<file path="config.mk">
export PLATFORM = sky130hd
export DESIGN_NAME = sswd_top
export DESIGN_NICKNAME = d
export VERILOG_FILES = /design/src/hdl/sswd_pkg.sv /design/src/hdl/sswd_top.sv
export VERILOG_INCLUDE_DIRS = /design/src /design/src/hdl
export SDC_FILE = /design/constraint.sdc
export NUM_CORES = 1
export LEC_CHECK = 0
export ABC_AREA = 1
export BUFFER_PORTS_ARGS = -buffer_cell sky130_fd_sc_hd__buf_2
export CAP_MARGIN = 20
export CORE_ASPECT_RATIO = 1.1
export CORE_MARGIN = 4
export CORE_UTILIZATION = 35
export CTS_CLUSTER_DIAMETER = 100
export CTS_CLUSTER_SIZE = 24
export DETAILED_ROUTE_END_ITERATION = 8
export GPL_TIMING_DRIVEN = 0
export SLEW_MARGIN = 20
export SYNTH_ARGS = -nofsm -noshare
export SYNTH_HDL_FRONTEND = slang
export SYNTH_SLANG_ARGS = --single-unit
export TNS_END_PERCENT = 50
</file>
<file path="constraint.sdc">
create_clock -name clock -period 3.9 [get_ports clock]
set_input_delay 0.78 -clock clock [delete_from_list [all_inputs] [get_ports clock]]
set_output_delay 0.78 -clock clock [all_outputs]
set_load 0.02 [all_outputs]
</file>
<file path="src/hdl/sswd_consts.svh">
// timing and reset constants of the supply supervisor watchdog
// assumes a single 20 MHz block clock
`ifndef SSWD_CONSTS_SVH
`define SSWD_CONSTS_SVH

// block clock period in ns
`define SSWD_CLK_PERIOD_NS      50
// default watchdog period in us, stands in for the timing capacitor
`define SSWD_WD_PERIOD_US       200
// default reset hold period in us
`define SSWD_RST_HOLD_US        20
`define SSWD_WD_CYCLES          ((`SSWD_WD_PERIOD_US * 1000) / `SSWD_CLK_PERIOD_NS)
`define SSWD_RST_CYCLES         (((`SSWD_RST_HOLD_US * 1000) + `SSWD_CLK_PERIOD_NS - 1) / `SSWD_CLK_PERIOD_NS)
`define SSWD_CNT_W              24
`define SSWD_FAULT_N_RESET      1'h1
`define SSWD_SYS_RST_N_RESET    1'h0

`endif

</file>
<file path="src/hdl/sswd_pkg.sv">
// types of the supply supervisor watchdog
// assumes nothing beyond the constants header
`default_nettype none
`include "sswd_consts.svh"

package sswd_pkg;
    typedef enum logic [1:0] {
        SSWD_HOLD,
        SSWD_RUN,
        SSWD_OFF
    } sswd_state_t;

    // kick input as seen at the pin: level and floating flag
    typedef struct packed {
        logic level;
        logic floating;
    } sswd_kick_t;

    // the two status outputs
    typedef struct packed {
        logic sys_rst_n;
        logic watchdog_fault_n;
    } sswd_out_t;
endpackage : sswd_pkg

`default_nettype wire

</file>
<file path="src/hdl/sswd_top.sv">
// watchdog and reset-cause logic of a multi-supply supervisor
// assumes kick and undervoltage inputs synchronous to clock
`default_nettype none
`include "sswd_consts.svh"

// Overview of operation
// - A full watchdog period without a kick edge latches the fault low and pulls reset low together.
// - While reset is low the kick input changes neither reset nor the fault.
// - After a timeout reset stays low for at least one reset hold period.
// - Undervoltage clears the fault latch high and clears the watchdog timer.
// - Without a clear the block keeps alternating watchdog periods and reset hold periods.
// - The fault stays low until a kick edge or an undervoltage clears it.
// - A floating kick input keeps the watchdog timer cleared and leaves the fault alone.
// - A floating kick input does not change the reset hold length.
// - A kick input driven again after floating, with reset high, starts a fresh full watchdog period.
// - A kick edge while reset is high clears a latched low fault.
// - The watchdog timer starts when reset goes high.
// - Grounding the timing node turns the watchdog off from the next cycle on; undervoltage forces the fault high.
module sswd_top
#(
    // cycle counts replace the timing capacitors
    parameter int unsigned WD_CYCLES  = `SSWD_WD_CYCLES,
    parameter int unsigned RST_CYCLES = `SSWD_RST_CYCLES
)
(
    // clock and reset
    input  wire logic                clock,
    input  wire logic                rstn,
    // supervised processor side
    input  wire sswd_pkg::sswd_kick_t kick_input,
    // supply comparators and timing node
    input  wire logic                undervoltage,
    input  wire logic                watchdog_timing_node_grounded,
    // status outputs
    output var sswd_pkg::sswd_out_t   status
);
    import sswd_pkg::*;

    localparam logic [`SSWD_CNT_W-1:0] WD_LAST  = `SSWD_CNT_W'(WD_CYCLES - 1);
    localparam logic [`SSWD_CNT_W-1:0] RST_LAST = `SSWD_CNT_W'(RST_CYCLES - 1);

    sswd_state_t             state;
    logic [`SSWD_CNT_W-1:0]  count;
    logic                    kick_prev;
    logic                    kick_prev_valid;
    logic                    kick_edge;
    logic                    timeout;
    logic                    hold_done;
    logic                    sys_rst_n;
    logic                    watchdog_fault_n;
    logic [`SSWD_CNT_W-1:0]  low_cycles;

    // ************************************************************
    // kick edge detection
    // ************************************************************
    // an edge counts only between two driven samples
    assign kick_edge = !kick_input.floating && kick_prev_valid && (kick_input.level != kick_prev);

    always_ff @(posedge clock or negedge rstn)
    begin
        if (!rstn)
        begin
            kick_prev       <= 1'h0;
            kick_prev_valid <= 1'h0;
        end
        else
        begin
            kick_prev       <= kick_input.level;
            kick_prev_valid <= !kick_input.floating;
        end
    end

    assign timeout   = (state == SSWD_RUN) && (count == WD_LAST) && !kick_edge
                       && !kick_input.floating && !undervoltage;
    assign hold_done = (state == SSWD_HOLD) && (count == RST_LAST) && !undervoltage;

    // ************************************************************
    // period sequencer
    // ************************************************************
    always_ff @(posedge clock or negedge rstn)
    begin
        if (!rstn)
        begin
            state <= SSWD_HOLD;
            count <= `SSWD_CNT_W'h0;
        end
        else if (undervoltage)
        begin
            state <= SSWD_HOLD;
            count <= `SSWD_CNT_W'h0;
        end
        else
        begin
            case (state)
                SSWD_HOLD:
                begin
                    if (hold_done)
                    begin
                        state <= watchdog_timing_node_grounded ? SSWD_OFF : SSWD_RUN;
                        count <= `SSWD_CNT_W'h0;
                    end
                    else
                    begin
                        count <= count + `SSWD_CNT_W'h1;
                    end
                end
                SSWD_RUN:
                begin
                    if (watchdog_timing_node_grounded)
                    begin
                        state <= SSWD_OFF;
                        count <= `SSWD_CNT_W'h0;
                    end
                    else if (kick_input.floating || kick_edge)
                    begin
                        count <= `SSWD_CNT_W'h0;
                    end
                    else if (timeout)
                    begin
                        state <= SSWD_HOLD;
                        count <= `SSWD_CNT_W'h0;
                    end
                    else
                    begin
                        count <= count + `SSWD_CNT_W'h1;
                    end
                end
                SSWD_OFF:
                begin
                    count <= `SSWD_CNT_W'h0;
                    if (!watchdog_timing_node_grounded)
                    begin
                        state <= SSWD_RUN;
                    end
                end
                default:
                begin
                    state <= SSWD_HOLD;
                    count <= `SSWD_CNT_W'h0;
                end
            endcase
        end
    end

    // ************************************************************
    // outputs
    // ************************************************************
    always_ff @(posedge clock or negedge rstn)
    begin
        if (!rstn)
        begin
            sys_rst_n <= `SSWD_SYS_RST_N_RESET;
        end
        else if (undervoltage || timeout)
        begin
            sys_rst_n <= 1'h0;
        end
        else if (hold_done)
        begin
            sys_rst_n <= 1'h1;
        end
    end

    always_ff @(posedge clock or negedge rstn)
    begin
        if (!rstn)
        begin
            watchdog_fault_n <= `SSWD_FAULT_N_RESET;
        end
        else if (undervoltage)
        begin
            watchdog_fault_n <= 1'h1;
        end
        else if (timeout)
        begin
            watchdog_fault_n <= 1'h0;
        end
        else if (kick_edge && sys_rst_n)
        begin
            watchdog_fault_n <= 1'h1;
        end
    end

    // one process per flop keeps each output bit single-driven
    assign status = sswd_out_t'{sys_rst_n: sys_rst_n, watchdog_fault_n: watchdog_fault_n};

    // low time counted in full
    // saturates so a very long undervoltage cannot wrap it
    always_ff @(posedge clock or negedge rstn)
    begin
        if (!rstn)
        begin
            low_cycles <= `SSWD_CNT_W'h0;
        end
        else if (sys_rst_n)
        begin
            low_cycles <= `SSWD_CNT_W'h0;
        end
        else if (low_cycles != {`SSWD_CNT_W{1'h1}})
        begin
            low_cycles <= low_cycles + `SSWD_CNT_W'h1;
        end
    end

    // ************************************************************
    // checks
    // ************************************************************
    chk_fault_with_reset: assert property (@(posedge clock) disable iff (!rstn)
        $fell(status.watchdog_fault_n) |-> $fell(status.sys_rst_n))
        else $error("fault fell without reset falling");

    chk_reset_ignores_kick: assert property (@(posedge clock) disable iff (!rstn)
        (!status.sys_rst_n && !$past(undervoltage) && !$past(status.sys_rst_n) && !status.watchdog_fault_n)
        |=> (!status.watchdog_fault_n || undervoltage || $past(undervoltage)) || status.sys_rst_n)
        else $error("fault cleared while reset low");

    chk_hold_length: assert property (@(posedge clock) disable iff (!rstn)
        ($fell(status.sys_rst_n) && !undervoltage) ##1 (!undervoltage)[*2] |-> !status.sys_rst_n)
        else $error("reset hold too short");

    chk_hold_full: assert property (@(posedge clock) disable iff (!rstn)
        $rose(status.sys_rst_n) |-> low_cycles >= `SSWD_CNT_W'(RST_CYCLES))
        else $error("reset released before a full hold");

    chk_uv_clears: assert property (@(posedge clock) disable iff (!rstn)
        undervoltage |=> status.watchdog_fault_n && !status.sys_rst_n && count == `SSWD_CNT_W'h0)
        else $error("undervoltage did not clear");

    chk_fault_sticks: assert property (@(posedge clock) disable iff (!rstn)
        (!status.watchdog_fault_n && !undervoltage && !kick_edge) |=> !status.watchdog_fault_n)
        else $error("fault cleared without cause");

    chk_float_clears: assert property (@(posedge clock) disable iff (!rstn)
        (state == SSWD_RUN && kick_input.floating && !undervoltage && !watchdog_timing_node_grounded)
        |=> count == `SSWD_CNT_W'h0 && $stable(status.watchdog_fault_n))
        else $error("floating kick did not clear timer");

    chk_edge_clears: assert property (@(posedge clock) disable iff (!rstn)
        (kick_edge && status.sys_rst_n && !undervoltage) |=> status.watchdog_fault_n)
        else $error("kick edge did not clear fault");

    chk_timer_start: assert property (@(posedge clock) disable iff (!rstn)
        ($rose(status.sys_rst_n) && !watchdog_timing_node_grounded) |-> state == SSWD_RUN && count == `SSWD_CNT_W'h0)
        else $error("timer not started on release");

    chk_grounded_off: assert property (@(posedge clock) disable iff (!rstn)
        (state == SSWD_OFF && watchdog_timing_node_grounded) |=> status.sys_rst_n || undervoltage
            || $past(undervoltage))
        else $error("reset while watchdog disabled");
endmodule : sswd_top

`default_nettype wire

</file>
==> impl_metrics.toml <==
[pwr]
p_leak_uw = 0.0008125
peakVddDrop_mv = 0.2105
powerDensity_mw_per_mm2 = 342.6
power_uw = 668.3

[detailed_routing]
drt_iter0_drc = 57
routed_wl_mm = 3.558
post_drt_wl_per_cell_um = 11.70
drc = 0
drt-vias-per-instance = 4.793
ant_nets = 0
num_vias = 1457
first_pass_iters = 4

[global_routing]
grtUsageMet1_pct = 18.57
grt_overflow = 0
grt_pass1_vias = 1498
grt_max_degree = 31
antenna_found_initial = 0
met2_usage_pct = 22.63
top_usage_layer = "met2"
grt_pass1_wl_mm = 6.748
grtUsageTotal_pct = 14.19
grt_use_met3_pct = 4.116

[setup_path]
cp.required_ns = 3.12
slowest_delay_ns = 0.53
critPathMaxFanout = 2
slowest_stage = "dfstp_2"
cp_cell_sequence = "buf_4, buf_2"
critPathKind = "reg2out"
end_kind = "output pin"
worstPathArrival_ns = 1.05
worstRegToRegCells = 11
reg2reg_setup_slack_ns = 2.09
critical_path.top_delay_family = "flip-flops"
worst_setup_path_start_kind = "flip-flop"
path_buf_inv = 2
reg2reg_from = "count[0]"
reg2reg_to = "count[3]"

[synth]
yosysWarnings = 0
syn-cell-area_mm2 = 0.001754
ys.flop_type = "dfrtp_1"
avgSynthCellArea_um2 = 7.529
syn_inst = 233
syn_nets = 240
synth_edf_count = 0
ys_seq_area_share_pct = 42.87
synthArstFlopShare_pct = 100.0
ys_ff_latch = 30
synth_cell_types = 29

[sta]
slew_headroom_pct = 55.01
finalCritPeriodShare_pct = 46.91
fin_tns_setup_ns = 0
setup_violations = 0
tightest_slew_ns = 0.6748
rsz0062_at_grt = "no"
fin_crit_ns = 1.830
report.final.slew_viol_count = 0
hold_violations = 0
skew_ns = 0.004631
max_freq_ghz = 0.5466

[worst_hold_path]
hold-path-endpoint = "count[0]"
hold_start = "count[0]"
hold_depth = 1
hold_path.class = "reg2reg"

[placed_design]
place.gp.congestion = 0.8221
port_buffers = 7
dp_hpwl_mm = 2.740

[final_layout]
area_growth_pct = 11.20
fin_nets = 254
drive_above_1_share_pct = 12.10
n_antenna_cell = 0

[floorplanning]
coreArea_mm2 = 0.004750
num_rows = 26
start_util_pct = 36.93
die_h_um = 82.25
die-area_mm2 = 0.006210
chipWidth_um = 75.50
io_pins = 8

[clock_network]
cts_sinks = 30
cts_tree = "yes"
cts_resized = 0
cts_setup_buffers = 0
clk_latency_ns = 0.28
path_clk_slew_ns = 0.06
clk_path_buf_depth = 2
cts_buffers = 5
cts_htree_levels = 2
cts-hold-fix-buffers = 0
root_buffer = "clkbuf_8"

[flow_run]
cap_violations = 0

[outcome]
status = "complete, no violations"
[power breakdown]
| part | internal, uW | total [uW] | switching, uW |
|---|---|---|---|
| combinational | 28.9 | 82.9 | 54.0 |
| clock | 142 | 257 | 115 |
| sequential | 321 | 328 | 7.59 |
| total | 492 | 668 | 176 |
[synth_stat cells (3+ instances only)]
cell | number | area (um^2)
nor3_1 | 7 | 35.03
nand4_1 | 4 | 25.02
dfrtp_1 | 29 | 725.7
nand2_1 | 45 | 168.9
a21oi_1 | 4 | 20.02
nand2_2 | 3 | 18.77
nand3_1 | 19 | 95.09
inv_1 | 21 | 78.83
xnor2_1 | 4 | 35.03
nor2_1 | 61 | 229.0
xor2_1 | 15 | 131.4
[state kept, by name, indices dropped and copies added (netlist names)]
name and cells:
kick_prev_valid 1, sys_rst_n 1, count 24, watchdog_fault_n 1, kick_prev 1, state 2
[worst max path at each step]
stage                                start   endpoint  slack [ns]  cells past startpoint
after detailed placement     kick_input[0]   count[8]        1.91                     10
after global routing              count[0]   count[3]        1.88                     11
final                     watchdog_fault_n  status[0]        2.07                      2
after floorplan              kick_input[0]  count[10]        2.20                      9
after CTS                 watchdog_fault_n  status[0]        2.06                      2
after global placement       kick_input[0]   count[3]        1.94                     10
[per-stage QoR]
step / hold WS, ns / cells / util [%] / area (um^2) / setup WS (ns)
floorplan: 0.4294 / 233 / - / 1754 / 2.202
global placement: 0.4523 / 296 / 39.15 / 1859 / 1.943
detailed placement: 0.4585 / 296 / 39.15 / 1859 / 1.909
CTS: 0.4682 / 304 / 41.07 / 1951 / 2.060
global route: 0.5138 / 304 / 41.07 / 1951 / 1.884
finish: 0.4617 / 304 / 41.07 / 1951 / 2.070
[worst reg2reg max path: stages, from the launching register on]
cell and delay (ns):
dfrtp_1 0.37, ha_1 0.24, nand2_1 0.12, nor2_4 0.14
nand3_2 0.08, nor2_1 0.14, nand4_1 0.15, nand2_2 0.12
nand2_2 0.06, nand2_4 0.09, buf_6 0.14, nor2_1 0.05
[cells by family after synthesis]
family,synth area share [%]
DFF,42.87
adders and majority gates,0.7132
xor gates and xnor gates,9.486
AOI/OAI and AO/OA,3.281
buffers and inverters,7.132
and+or+nand+nor,36.52
[cells in the final DEF (no fill, tap or decap), types with 2 or more instances in the layout]
| cell type | netlist | final |
|---|---|---|
| nand3_1 | 19 | 19 |
| inv_1 | 21 | 21 |
| buf_4 | 2 | 2 |
| buf_2 | 1 | 8 |
| nor3_1 | 7 | 7 |
| nand4_1 | 4 | 4 |
| xor2_1 | 15 | 15 |
| nand2_1 | 45 | 45 |
| xnor2_1 | 4 | 4 |
| a21oi_1 | 4 | 4 |
| nor2_2 | 2 | 2 |
| nand2_2 | 3 | 3 |
| dfrtp_1 | 29 | 29 |
| nor2_1 | 61 | 61 |
| clkbuf_8 | 0 | 6 |
| buf_6 | 2 | 2 |
[metal layers]
layer	share of wire [%]	vias to the layer above
li1	-	762
met1	48	670
met4	1.3	0
met5	0	-
met3	3.4	6
met2	47	19
[cell type report]
class                      count  area (um^2)
inverter                      22        82.58
clock inverter                 1        5.005
clock buffer                   7        86.33
tap                           56        70.07
timing repair buffer           7        35.03
fill                         499         2799
multi-input combinational    176        877.1
buffer                         5        42.54
sequential                    30        752.0
(Power assumes the default switching activity.)
